**config.mk**
```make
export PLATFORM = sky130hd
export DESIGN_NAME = bcd_calendar_clock_regs
export DESIGN_NICKNAME = d
export VERILOG_FILES = /design/src/design/bcd_clock_pkg.sv /design/src/design/second_tick.sv /design/src/design/entry_check.sv /design/src/design/bcd_calendar_clock_regs.sv
export VERILOG_INCLUDE_DIRS = /design/src /design/src/design
export SDC_FILE = /design/constraint.sdc
export NUM_CORES = 1
export LEC_CHECK = 0
export BUFFER_PORTS_ARGS = -buffer_cell sky130_fd_sc_hd__buf_2
export CAP_MARGIN = 20
export CORE_ASPECT_RATIO = 1.75
export CORE_UTILIZATION = 60
export DETAILED_ROUTE_END_ITERATION = 10
export HOLD_SLACK_MARGIN = 0.05
export PLACE_DENSITY = 0.86
export SLEW_MARGIN = 20
export SYNTH_ARGS = -nofsm -noshare
export SYNTH_HDL_FRONTEND = slang
export SYNTH_SLANG_ARGS = --single-unit
```
**constraint.sdc**
```tcl
create_clock -name pclk -period 6.3 [get_ports pclk]
set_input_delay 1.26 -clock pclk [delete_from_list [all_inputs] [get_ports pclk]]
set_output_delay 1.26 -clock pclk [all_outputs]
set_load 0.02 [all_outputs]
```
**src/design/bcd_clock_regs.svh**
```systemverilog
// offsets, field positions, reset values and timing figures of the clock
// assumes inclusion by bare name from the clock register file module
`ifndef BCD_CLOCK_REGS_SVH
`define BCD_CLOCK_REGS_SVH

// ****************************************
// register byte offsets
// ****************************************
`define OFF_RTC_CONTROL 8'h00
`define OFF_HOUR_FORMAT_MODE 8'h04
`define OFF_TIME_OF_DAY 8'h08
`define OFF_CALENDAR_DATE 8'h0c
`define OFF_TIME_ALARM 8'h10
`define OFF_CALENDAR_ALARM 8'h14
`define OFF_EVENT_STATUS 8'h18
`define OFF_STATUS_CLEAR_COMMAND 8'h1c
`define OFF_IRQ_ENABLE_SET 8'h20
`define OFF_IRQ_ENABLE_CLEAR 8'h24
`define OFF_IRQ_MASK_STATE 8'h28
`define OFF_ENTRY_VALIDITY 8'h2c
`define OFF_RESERVED_SLOT 8'hfc

// ****************************************
// fields and masks of significant bits
// ****************************************
`define CTRL_MASK 32'h00030303
`define MODE_MASK 32'h00000001
`define TIME_MASK 32'h007f7f7f
`define CAL_MASK 32'h3fffff7f
`define TALM_MASK 32'h00ffffff
`define CALM_MASK 32'hbf9f0000
`define CAL_RESET 32'h01819819
`define CALM_RESET 32'h01010000
`define ST_ACK 0
`define ST_ALARM 1
`define ST_SEC 2
`define ST_TIME_EVENT_FLAG 3
`define ST_CALENDAR_EVENT_FLAG 4

// ****************************************
// timing
// ****************************************
`define CLK_PERIOD_NS 10
`define ONE_SECOND_NS 1000000000

`endif

```
**src/design/bcd_clock_pkg.sv**
```systemverilog
// types and bcd helpers shared by the clock modules
// assumes the register header sits beside it
package bcd_clock_pkg;
    // update acknowledge sequencing
    typedef enum logic [1:0] {UPD_IDLE, UPD_WAIT, UPD_GRANT} upd_e;

    // digit-wise check and range check, valid for packed bcd
    function automatic logic bcd_in(input logic [7:0] v, input logic [7:0] lo, input logic [7:0] hi);
        return (v[3:0] <= 4'h9) && (v[7:4] <= 4'h9) && (v >= lo) && (v <= hi);
    endfunction

    // bcd increment by one
    function automatic logic [7:0] bcd_inc(input logic [7:0] v);
        if (v[3:0] == 4'h9) begin
            return {v[7:4] + 4'h1, 4'h0};
        end
        return {v[7:4], v[3:0] + 4'h1};
    endfunction

    // every year divisible by four is a leap year
    function automatic logic [7:0] days_in_month(input logic [7:0] m, input logic [7:0] y);
        logic leap;
        leap = y[4] ? (y[3:0] == 4'h2 || y[3:0] == 4'h6) : (y[3:0] == 4'h0 || y[3:0] == 4'h4 || y[3:0] == 4'h8);
        case (m)
            8'h02: return leap ? 8'h29 : 8'h28;
            8'h04, 8'h06, 8'h09, 8'h11: return 8'h30;
            default: return 8'h31;
        endcase
    endfunction
endpackage

```
**src/design/second_tick.sv**
```systemverilog
// one-second tick from the bus clock
// assumes a free-running clock at the rate given by the period macro
`timescale 1ns/1ns
module second_tick
    import bcd_clock_pkg::*;
#(
    parameter int CYCLES = 100000000
) (
    input wire logic pclk, // bus clock
    input wire logic presetn, // async reset, active low
    output logic tick // one-cycle pulse each second
);
    logic [31:0] cnt_q;

    // free counter, wraps once a second
    always_ff @(posedge pclk or negedge presetn) begin
        if (!presetn) begin
            cnt_q <= 32'h0;
            tick <= 1'b0;
        end else begin
            tick <= (cnt_q == 32'(CYCLES - 1));
            cnt_q <= (cnt_q == 32'(CYCLES - 1)) ? 32'h0 : cnt_q + 32'h1;
        end
    end
endmodule

```
**src/design/entry_check.sv**
```systemverilog
// combinational entry checks for written time, calendar and alarm words
// assumes the hour format of the mode register as input
`timescale 1ns/1ns
module entry_check
    import bcd_clock_pkg::*;
(
    input wire logic [31:0] wdata, // word being written
    input wire logic hour12, // 12-hour format selected
    output logic time_ok, // time word acceptable
    output logic cal_ok, // calendar word acceptable
    output logic talm_ok, // time alarm word acceptable
    output logic calm_ok // calendar alarm word acceptable
);
    // hour range follows the format; meridiem must stay 0 in 24-hour
    // format passed in so a mode change alone re-evaluates the checks
    function automatic logic hour_ok(input logic [7:0] h, input logic pm, input logic h12);
        return h12 ? bcd_in(h, 8'h01, 8'h12) : (bcd_in(h, 8'h00, 8'h23) && !pm);
    endfunction

    logic [7:0] month, date;
    assign month = {3'h0, wdata[20:16]};
    assign date = {2'h0, wdata[29:24]};

    assign time_ok = bcd_in({1'b0, wdata[6:0]}, 8'h00, 8'h59) && bcd_in({1'b0, wdata[14:8]}, 8'h00, 8'h59)
        && hour_ok({2'h0, wdata[21:16]}, wdata[22], hour12);
    assign talm_ok = bcd_in({1'b0, wdata[6:0]}, 8'h00, 8'h59) && bcd_in({1'b0, wdata[14:8]}, 8'h00, 8'h59)
        && hour_ok({2'h0, wdata[21:16]}, wdata[22], hour12);
    assign cal_ok = bcd_in({1'b0, wdata[6:0]}, 8'h19, 8'h20) && bcd_in(wdata[15:8], 8'h00, 8'h99)
        && bcd_in(month, 8'h01, 8'h12) && bcd_in({5'h0, wdata[23:21]}, 8'h01, 8'h07)
        && bcd_in(date, 8'h01, days_in_month(month, wdata[15:8]));
    assign calm_ok = bcd_in(month, 8'h01, 8'h12) && bcd_in(date, 8'h01, 8'h31);
endmodule

```
**src/design/bcd_calendar_clock_regs.sv**
```systemverilog
// bcd time-of-day clock and calendar with its apb register file
// assumes an apb master on pclk; seconds are counted from pclk itself
//
// Contract
// - time update request halts time counting
// - calendar update request halts calendar counting
// - time event select picks minute/hour/midnight/noon
// - calendar event select picks week/month/year
// - mode bit selects 24 or 12-hour
// - unused bits always read zero
// - bcd units low nibble, tens above
// - seconds and minutes accept 0 to 59
// - hours range depends on hour format
// - bit 22 is meridiem, 1 afternoon
// - hundred-years accepts 19 or 20 only
// - year accepts 00 through 99
// - month 01-12, day-of-month 01-31
// - weekday 1-7, no effect on date
// - time alarm fields matched only when enabled
// - month, date alarm compared only when enabled
// - status bit layout ack/alarm/sec/time/calendar
// - clear command ones clear status flags
// - enable sets mask bit, disable clears
// - invalid writes rejected, non-valid flag set
`timescale 1ns/1ns
`include "bcd_clock_regs.svh"
module bcd_calendar_clock_regs
    import bcd_clock_pkg::*;
#(
    parameter int SECOND_CYCLES = `ONE_SECOND_NS / `CLK_PERIOD_NS
) (
    input wire logic pclk, // bus clock, 100 MHz
    input wire logic presetn, // async reset, active low
    input wire logic psel, // apb select
    input wire logic penable, // apb access phase
    input wire logic pwrite, // apb direction
    input wire logic [7:0] paddr, // apb byte address
    input wire logic [31:0] pwdata, // apb write data
    output logic [31:0] prdata, // apb read data
    output logic pready, // apb ready
    output logic pslverr, // apb error on unmapped address
    output logic irq // level interrupt
);
    // ****************************************
    // state
    // ****************************************
    logic time_req_q, cal_req_q, mode_q, tick, tick_d1_q;
    logic [1:0] tsel_q, csel_q;
    logic [31:0] time_q, cal_q, talm_q, calm_q;
    logic [4:0] sr_q, imr_q, sr_set;
    logic [3:0] ver_q;
    upd_e upd_q;

    second_tick #(.CYCLES(SECOND_CYCLES)) u_tick (
        .pclk(pclk),
        .presetn(presetn),
        .tick(tick)
    );

    // ****************************************
    // apb decode
    // ****************************************
    logic setup, wr, mapped;
    logic [31:0] rd_mux;
    logic time_ok, cal_ok, talm_ok, calm_ok;

    assign setup = psel && !penable;
    assign wr = psel && penable && pwrite;
    // zero wait states; the error flag is only a hint to the master
    assign pready = 1'b1;
    assign mapped = (paddr[1:0] == 2'h0) && (paddr <= `OFF_ENTRY_VALIDITY || paddr == `OFF_RESERVED_SLOT);
    assign pslverr = psel && penable && !mapped;

    // write strobe for one offset
    function automatic logic wr_at(input logic [7:0] off);
        return wr && (paddr == off);
    endfunction

    entry_check u_check (
        .wdata(pwdata),
        .hour12(mode_q),
        .time_ok(time_ok),
        .cal_ok(cal_ok),
        .talm_ok(talm_ok),
        .calm_ok(calm_ok)
    );

    // read mux, unused bits and write-only registers read zero
    always_comb begin
        case (paddr)
            `OFF_RTC_CONTROL: rd_mux = {14'h0, csel_q, 6'h0, tsel_q, 6'h0, cal_req_q, time_req_q};
            `OFF_HOUR_FORMAT_MODE: rd_mux = {31'h0, mode_q};
            `OFF_TIME_OF_DAY: rd_mux = time_q;
            `OFF_CALENDAR_DATE: rd_mux = cal_q;
            `OFF_TIME_ALARM: rd_mux = talm_q;
            `OFF_CALENDAR_ALARM: rd_mux = calm_q;
            `OFF_EVENT_STATUS: rd_mux = {27'h0, sr_q};
            `OFF_IRQ_MASK_STATE: rd_mux = {27'h0, imr_q};
            `OFF_ENTRY_VALIDITY: rd_mux = {28'h0, ver_q};
            default: rd_mux = 32'h0;
        endcase
    end

    // read data captured in the setup cycle, stands through the access cycle
    always_ff @(posedge pclk or negedge presetn) begin
        if (!presetn) begin
            prdata <= 32'h0;
        end else if (setup && !pwrite) begin
            prdata <= rd_mux;
        end
    end

    // ****************************************
    // control and mode
    // ****************************************
    // hour format and event selects
    always_ff @(posedge pclk or negedge presetn) begin
        if (!presetn) begin
            time_req_q <= 1'b0;
            cal_req_q <= 1'b0;
            tsel_q <= 2'h0;
            csel_q <= 2'h0;
            mode_q <= 1'b0;
        end else begin
            if (wr_at(`OFF_RTC_CONTROL)) begin
                time_req_q <= pwdata[0];
                cal_req_q <= pwdata[1];
                tsel_q <= pwdata[9:8];
                csel_q <= pwdata[17:16];
            end
            if (wr_at(`OFF_HOUR_FORMAT_MODE)) begin
                mode_q <= pwdata[0];
            end
        end
    end

    // ****************************************
    // time counting
    // ****************************************
    logic run_time, sec_wrap, min_wrap, day_chg, noon, min_ev, hour_ev, mid_ev, noon_ev;
    logic [7:0] hr, hr_n, sec_n, min_n;
    logic pm_n;

    // time halts while its update is requested
    assign run_time = tick && !time_req_q;
    assign sec_wrap = time_q[6:0] == 7'h59;
    assign min_wrap = time_q[14:8] == 7'h59;
    assign hr = {2'h0, time_q[21:16]};
    assign sec_n = bcd_inc({1'b0, time_q[6:0]});
    assign min_n = bcd_inc({1'b0, time_q[14:8]});

    // meridiem flips at 11 to 12; pm to am is the day change
    always_comb begin
        hr_n = bcd_inc(hr);
        pm_n = time_q[22];
        day_chg = 1'b0;
        noon = 1'b0;
        if (mode_q) begin
            if (hr == 8'h11) begin
                pm_n = !time_q[22];
                day_chg = time_q[22];
                noon = !time_q[22];
            end else if (hr == 8'h12) begin
                hr_n = 8'h01;
            end
        end else if (hr == 8'h23) begin
            hr_n = 8'h00;
            day_chg = 1'b1;
        end else begin
            noon = hr == 8'h11;
        end
    end

    assign min_ev = run_time && sec_wrap;
    assign hour_ev = min_ev && min_wrap;
    assign mid_ev = hour_ev && day_chg;
    assign noon_ev = hour_ev && noon;

    // bcd counting of seconds, minutes, hours
    // rejected words leave the counters alone
    always_ff @(posedge pclk or negedge presetn) begin
        if (!presetn) begin
            time_q <= 32'h0;
        end else if (wr_at(`OFF_TIME_OF_DAY)) begin
            if (time_ok) begin
                time_q <= pwdata & `TIME_MASK;
            end
        end else if (run_time) begin
            time_q[6:0] <= sec_wrap ? 7'h00 : sec_n[6:0];
            if (sec_wrap) begin
                time_q[14:8] <= min_wrap ? 7'h00 : min_n[6:0];
            end
            if (hour_ev) begin
                time_q[21:16] <= hr_n[5:0];
                time_q[22] <= pm_n;
            end
        end
    end

    // ****************************************
    // calendar counting
    // ****************************************
    logic run_cal, date_wrap, month_wrap, week_ev;
    logic [7:0] month, date, hundred_years_field, date_n, month_n;
    logic cal_ev;

    // calendar halts while either update is requested
    assign run_cal = mid_ev && !cal_req_q;
    assign month = {3'h0, cal_q[20:16]};
    assign date = {2'h0, cal_q[29:24]};
    assign hundred_years_field = {1'b0, cal_q[6:0]};
    assign date_n = bcd_inc(date);
    assign month_n = bcd_inc(month);
    assign date_wrap = date == days_in_month(month, cal_q[15:8]);
    assign month_wrap = date_wrap && month == 8'h12;
    // weekday code 7 rolls to 1, taken as monday
    assign week_ev = cal_q[23:21] == 3'h7;

    // weekday rolls on its own, date ignores it
    always_ff @(posedge pclk or negedge presetn) begin
        if (!presetn) begin
            cal_q <= `CAL_RESET;
        end else if (wr_at(`OFF_CALENDAR_DATE)) begin
            if (cal_ok) begin
                cal_q <= pwdata & `CAL_MASK;
            end
        end else if (run_cal) begin
            cal_q[23:21] <= week_ev ? 3'h1 : cal_q[23:21] + 3'h1;
            cal_q[29:24] <= date_wrap ? 6'h01 : date_n[5:0];
            if (date_wrap) begin
                cal_q[20:16] <= month_wrap ? 5'h01 : month_n[4:0];
            end
            if (month_wrap) begin
                cal_q[15:8] <= bcd_inc(cal_q[15:8]);
                if (cal_q[15:8] == 8'h99) begin
                    cal_q[15:8] <= 8'h00;
                    cal_q[6:0] <= (hundred_years_field == 8'h19) ? 7'h20 : 7'h19;
                end
            end
        end
    end

    always_comb begin
        case (csel_q)
            2'h0: cal_ev = run_cal && week_ev;
            2'h1: cal_ev = run_cal && date_wrap;
            default: cal_ev = run_cal && month_wrap;
        endcase
    end

    // ****************************************
    // alarms
    // ****************************************
    logic alarm_hit, talm_any;

    // alarm words also checked before loading
    always_ff @(posedge pclk or negedge presetn) begin
        if (!presetn) begin
            talm_q <= 32'h0;
            calm_q <= `CALM_RESET;
        end else begin
            if (wr_at(`OFF_TIME_ALARM) && talm_ok) begin
                talm_q <= pwdata & `TALM_MASK;
            end
            if (wr_at(`OFF_CALENDAR_ALARM) && calm_ok) begin
                calm_q <= pwdata & `CALM_MASK;
            end
        end
    end

    // time fields match only when enabled
    // month and date compared only when enabled
    assign talm_any = talm_q[7] || talm_q[15] || talm_q[23] || calm_q[23] || calm_q[31];
    assign alarm_hit = talm_any
        && (!talm_q[7] || talm_q[6:0] == time_q[6:0])
        && (!talm_q[15] || talm_q[14:8] == time_q[14:8])
        && (!talm_q[23] || talm_q[22:16] == time_q[22:16])
        && (!calm_q[23] || calm_q[20:16] == cal_q[20:16])
        && (!calm_q[31] || calm_q[29:24] == cal_q[29:24]);

    // ****************************************
    // update acknowledge
    // ****************************************
    // the grant waits for a second boundary so counters stop cleanly
    always_ff @(posedge pclk or negedge presetn) begin
        if (!presetn) begin
            upd_q <= UPD_IDLE;
        end else begin
            case (upd_q)
                UPD_IDLE: upd_q <= (time_req_q || cal_req_q) ? UPD_WAIT : UPD_IDLE;
                UPD_WAIT: upd_q <= !(time_req_q || cal_req_q) ? UPD_IDLE : (tick ? UPD_GRANT : UPD_WAIT);
                UPD_GRANT: upd_q <= (time_req_q || cal_req_q) ? UPD_GRANT : UPD_IDLE;
                default: upd_q <= UPD_IDLE;
            endcase
        end
    end

    // ****************************************
    // status, mask, validity
    // ****************************************
    logic tim_ev;

    always_comb begin
        case (tsel_q)
            2'h0: tim_ev = min_ev;
            2'h1: tim_ev = hour_ev;
            2'h2: tim_ev = mid_ev;
            default: tim_ev = noon_ev;
        endcase
    end

    assign sr_set = {cal_ev, tim_ev, tick, tick_d1_q && alarm_hit,
        upd_q == UPD_WAIT && tick && (time_req_q || cal_req_q)};

    // clear by writing ones; a same-cycle event wins
    always_ff @(posedge pclk or negedge presetn) begin
        if (!presetn) begin
            sr_q <= 5'h0;
            tick_d1_q <= 1'b0;
        end else begin
            tick_d1_q <= tick;
            sr_q <= (wr_at(`OFF_STATUS_CLEAR_COMMAND) ? sr_q & ~pwdata[4:0] : sr_q) | sr_set;
        end
    end

    always_ff @(posedge pclk or negedge presetn) begin
        if (!presetn) begin
            imr_q <= 5'h0;
        end else if (wr_at(`OFF_IRQ_ENABLE_SET)) begin
            imr_q <= imr_q | pwdata[4:0];
        end else if (wr_at(`OFF_IRQ_ENABLE_CLEAR)) begin
            imr_q <= imr_q & ~pwdata[4:0];
        end
    end

    // non-valid flags follow the last write of each word
    always_ff @(posedge pclk or negedge presetn) begin
        if (!presetn) begin
            ver_q <= 4'h0;
        end else begin
            if (wr_at(`OFF_TIME_OF_DAY)) ver_q[0] <= !time_ok;
            if (wr_at(`OFF_CALENDAR_DATE)) ver_q[1] <= !cal_ok;
            if (wr_at(`OFF_TIME_ALARM)) ver_q[2] <= !talm_ok;
            if (wr_at(`OFF_CALENDAR_ALARM)) ver_q[3] <= !calm_ok;
        end
    end

    assign irq = |(sr_q & imr_q);
endmodule

```
After elaboration in Yosys (flattened, before gate mapping)
Cells that the tools add are included.
- output and inout port bits: 35
- word-level logic and storage cells: 348
- register bits after elaboration: 176
- bits of input ports: 45
- eq/ne operators: 59
- reductions and logical operators: 134
- magnitude comparators: 27
- bitwise logic cells: 6
- mux-type cells: 77
- add/subtract/negate cells: 14
- operator list (kind ; number):
    32-bit case mux with 9 select lines ; 1
    7-bit two-way mux ; 18
    1-bit logical AND ; 64
    6-bit two-way mux ; 10
    22-bit two-way mux ; 2
    5-bit two-way mux ; 7
    32-bit by 1-bit adder with 32-bit output, second input constant ; 1
    32-bit by 27-bit == test with 1-bit output, second input constant ; 1
    4-bit == test, second input constant ; 8
    8-bit by 5-bit == test with 1-bit output, second input constant ; 4
    8-bit by 6-bit == test with 1-bit output, second input constant ; 4
    32-bit two-way mux ; 1
    8-bit two-way mux ; 4
    30-bit two-way mux ; 1
    4-bit by 1-bit adder with 4-bit output, second input constant ; 7
    1-bit two-way mux ; 23
    23-bit two-way mux ; 1
    7-bit == test ; 3
    5-bit by 3-bit == test with 1-bit output, second input constant ; 4
    4-bit <= comparator, second input constant ; 5
    5-bit case mux with 2 select lines ; 2
    2-bit nonzero test ; 10
    3-bit AND reduction ; 6
    1-bit logical OR ; 17
    other kinds (56) ; 113

Longest topological paths before layout
- depth in word-level cells: 16
- depth in mapped cells: 12
- mapped depth without buffers: 12

By module
Synthesis repeated with hierarchy kept, for this count alone.
- cells, all modules: 1076
- area, all modules: 10327.4 µm²
- modules (own cells, without submodules) (module ; cells each ; seq. area each (µm²) ; instances ; area each (µm²)):
    bcd_calendar_clock_regs ; 849 ; 3567.2 ; 1 ; 8260.4
    second_tick ; 179 ; 825.8 ; 1 ; 1735.4
    entry_check ; 48 ; 0.0 ; 1 ; 331.6

Worst setup path after synthesis
No wires, ideal clock.
- path type: input port to flip-flop
- from: input port pwdata[17]
- to: register cal_q[10]
- path slack: 2.678 ns
- stages on the path: 10
- buffers on the path: 1
- data required time: 6.231 ns
- data arrival time: 3.553 ns
- setup time: 0.069 ns
- cells stage by stage: clkbuf_1 -> o21ai_0 -> a2111oi_0 -> a21oi_1 -> ha_1 -> a41oi_1 -> a211oi_2 -> a21oi_2 -> or4_1 -> nand3_1
- word-level cells in the longest chain between the ends: 9
- elaborated cells between the ends (all ways): 20
- classes of those cells: order compare (4); eq/ne (6); mux (1); reduce/logical (9)
- ends and longest elaborated chain (item ; line ; RTL):
    from (decl) ; bcd_calendar_clock_regs.sv:38 ; input wire logic [31:0] pwdata,
    branches (longest 6 deep; another with 6-bit by 8-bit <= comparator with 1-bit output) ; - ;
    1-bit logical AND * ; entry_check.sv:30 ; && bcd_in(date, 8'h01, days_in_month(month, wdata[15:8]));
    2-bit != test (no line) * ; - ;
    3-bit AND reduction (no line) * ; - ;
    to (signal assigned) ; bcd_calendar_clock_regs.sv:222 ; cal_q <= `CAL_RESET;
    to (signal assigned) ; bcd_calendar_clock_regs.sv:225 ; cal_q <= pwdata & `CAL_MASK;
    to (signal assigned) ; bcd_calendar_clock_regs.sv:234 ; cal_q[15:8] <= bcd_inc(cal_q[15:8]);
    to (decl) ; bcd_calendar_clock_regs.sv:49 ; logic [31:0] time_q, cal_q, talm_q, calm_q;
Mark *: on every way between the ends.
A chain may end at the register's enable or synchronous reset.

Final worst setup path
- from: input port pwdata[11]
- to: register cal_q[17]
- word-level cells in the longest chain between the ends: 11
- elaborated cells between the ends (all ways): 25
- classes of those cells: order compare (4); eq/ne (5); mux (3); reduce/logical (13)
- ends and longest elaborated chain (item ; line ; RTL):
    4-bit by 3-bit == test with 1-bit output / 4-bit zero test (equally long branches) ; bcd_clock_pkg.sv:23 ; leap = y[4] ? (y[3:0] == 4'h2 || y[3:0] == 4'h6) : (y[3:0] == 4'h0 || y[3:0] == 4'h4 || y[3:0] == 4'h8);
    1-bit logical OR (2 in series) ; bcd_clock_pkg.sv:23 ;
    1-bit two-way mux ; bcd_clock_pkg.sv:23 ;
    1-bit two-way mux ; bcd_clock_pkg.sv:25 ; 8'h02: return leap ? 8'h29 : 8'h28;
    5-bit case mux with 2 select lines ; bcd_clock_pkg.sv:24 ; case (m)
    6-bit by 8-bit <= comparator with 1-bit output ; bcd_clock_pkg.sv:9 ; return (v[3:0] <= 4'h9) && (v[7:4] <= 4'h9) && (v >= lo) && (v <= hi);
    1-bit logical AND ; bcd_clock_pkg.sv:9 ;
    1-bit logical AND * ; entry_check.sv:30 ;
    2-bit != test (no line) * ; - ;
    3-bit AND reduction (no line) * ; - ;
    to (signal assigned) ; bcd_calendar_clock_regs.sv:222 ;
    to (signal assigned) ; bcd_calendar_clock_regs.sv:225 ;
    to (signal assigned) ; bcd_calendar_clock_regs.sv:231 ; cal_q[20:16] <= month_wrap ? 5'h01 : month_n[4:0];
Every way passes the cells marked *; elsewhere a longest branch is shown, timed or not.

==> summary.md <==
| Metric | Value |
|---|---|
| P_leak | 4.88 nW |
| Final HPWL DP | 19.8 mm |
| P&R area growth vs syn | 11.1% |
| Clock skew | 0.0136 ns |
| Die span in x | 99.3 um |
| # diodes | 0 |
| FMAX | 255 MHz |
| HP Class | flip-flop to flip-flop |
| Cts repair resizes | 0 |
| Global-route wire length before repair | 44.9 mm |
| Post-synthesis register bit count | 175 |
| Die Area | 17,100 um2 |
| Via/cell ratio | about 7 |
| Final #Nets | 1,156 |
| Clk buf depth | 2 |
| Synth Instances | around 1,000 |
| # rows | 61 |
| Status | complete, no violations |
| Hold_buf cts | 0 |
| Finished Core Util | 0.690 |
| Post-synth EDFFs | 0 |
| Reg2Reg Depth | 7 |
| Tcrit/Tclk final | 0.623 |
| Syn Std Cell Area | 9950 um2 |
| DR WL/cell | 21.9 um |
| Crit path required time | ~6.6 ns |
| Peak supply drop | 0.193 mV |
| Initial antenna violation count | 0 |
| Final worst slack | approximately 2.4 ns |
| Tot GR Track Use | 0.344 |
| Commonest non-fill, non-tap cells in the layout | dfrtp_1 (164), nor2_1 (91), nand2_1 (88) |
| Final setup viols | 0 |
| Pin count of the biggest net entering global routing | 75 |
| Vias | between 8,000 and 9,000 |
| Fillers | 1,209 |
| Post-DRT Antenna Nets | 0 |
| Hold depth | 1 |
| RSZ-0062 raised after global routing | false |
| YS warnings | 0 |
| Wirelength, routed | approximately 28 mm |
| Kind of critical path | input pin to flip-flop |
| Worst-Margin Slew | 0.960 ns |
| Period minus WS final | 3.92 ns |
| TritonCTS Buffers | 17 |
| Sequential element share of the synthesized area | 0.442 |
| Post-synth cell types | just over 80 |
| Post-Syn Nets | roughly 1,100 |
| Die H | about 170 um |
| Asr flop ratio synth | 1.00 |
| Endpoint class of the critical path | flip-flop |
| Rel. slew slack | 0.351 |
| Hold Fails Final Rpt | 0 |
| Max Cap Viol | 0 |
| Worst skew pair latency | around 0.44 ns |
| WHS | 0.479 ns |
| Setup TNS | 0 ns |
| Clock transition at the registers of the reported paths | about 0.070 ns |
| Synth Area per Inst | between 9 and 10 um2 |
| Core area | approximately 16,000 um2 |
| Sink Count | 175 |
| H-tree depth | 4 |
| Vias in the first global route | 8,781 |
| Max-slew violations | 0 |
| Share of layout cells above drive strength 1 | 0.184 |
| Root buf cell | clkbuf_16 |
| Critical path peak fanout | 7 |
| Power Density | about 230 nW/um2 |
| Starting Density | 0.621 |
| CTS tree | built |
| Data arrival, critical path | 4.25 ns |
| Critical path startpoint category | input pin |
| Placed Area | 10,400 um2 |
| First-pass DRT Iterations | 5 |
| Dominant synthesized flop cell | dfrtp_1 |
| Initial DRC count | 898 |
| GPL Wtd Cong | 0.946 |
| Final Instance Area | roughly 11,000 um2 |
| Port Buffers | 76 |
| I/O Pins | 80 |
| # DRC | 0 |
| Setup Fix Bufs, Post-CTS | 0 |
| Dpl ws | 2.00 ns |
| Overflow after GRT | 0 |
| Commonest non-fill, non-tap cell in the layout | dfrtp_1 |
## layout make-up
type,instances,area [um2],share of cell area
Clock buffer,18,429,0.0388
Clock inverter,14,185,0.0167
Inverter,34,128,0.0115
Multi-Input combinational cell,777,5210,0.471
Sequential cell,175,4390,0.397
Tap cell,189,236,0.0214
Timing Repair Buffer,88,477,0.0431
## path summary, 6_finish.rpt
kind | from | to | slack, ns
worst max-delay path | pwdata[11] | cal_q[17] | 2.38
worst min-delay path | upd_q[1] | upd_q[0] | 0.48
worst max register to register | mode_q | talm_q[6] | 3.13
worst min register to register | upd_q[1] | upd_q[0] | 0.48
max in group asynchronous | presetn | prdata[24] | 4.26
min in group asynchronous | presetn | time_q[10] | 0.74
## flip-flops by register name, indices dropped and copies added, names as in the netlist, 2 cells and up, named ones only
signal,flops
time_q,21
ver_q,4
cal_q,29
sr_q,5
talm_q,24
csel_q,2
u_tick.cnt_q,32
prdata,31
upd_q,2
tsel_q,2
calm_q,13
## power breakdown
group          internal (mW)  switching [mW]
logic                 0.0628           0.144
registers               1.16          0.0206
clock network          0.632           0.474
## cells by family after synthesis
| kind of cell | share of synthesized area |
|---|---|
| AO/OA/AOI/OAI | 0.173 |
| multiplexers | 0.0744 |
| flip-flops | 0.442 |
| AND/OR/NAND/NOR | 0.195 |
| other | 0.000755 |
| buffers and inverters | 0.0375 |
| adder cells (fa/ha/maj) | 0.0226 |
| XOR/XNOR | 0.0546 |
## through the flow
stage               instances  power (mW)
CTS                      1295        2.49
finish                   1295        2.49
floorplan                1046        1.30
detailed placement       1263        1.40
global placement         1263        1.40
global route             1295        2.55
## cells in the mapped netlist, drive strengths merged, types with 12 or more instances
master  instances  share of area
buf            16         0.0080
ha             18          0.023
a31oi          29          0.018
nand4          16          0.010
nand3          51          0.026
nand2          88          0.033
dfrtp         164           0.41
a21oi          42          0.023
xnor2          26          0.023
xor2           36          0.032
mux2           56          0.063
clkbuf         44          0.017
nor3           29          0.016
nor4           12         0.0091
inv            34          0.013
a22oi          38          0.029
o21ai          61          0.031
nor2           93          0.035
## worst max-delay path, stage by stage
cell and delay [ns]:
buf_2 0.18, a211oi_1 0.09, a31oi_1 0.24, o21ai_0 0.11, a2111oi_0 0.47, a21oi_1 0.12
ha_1 0.30, a41oi_1 0.15, and2_1 0.24, nor4_4 0.57, a21oi_2 0.16, mux2_1 0.35
## per-layer routing
layer  wire length (um)  track usage  up-vias  part of all wire
li1                   -            -     3932                 -
met1               9840        0.371     4333              0.35
met2              14400        0.598      491              0.51
met3               2030       0.0635      160             0.072
met4               2080        0.254        0             0.074
met5                  0            0        -                 0
No activity file was read; power rests on OpenSTA's default activity.
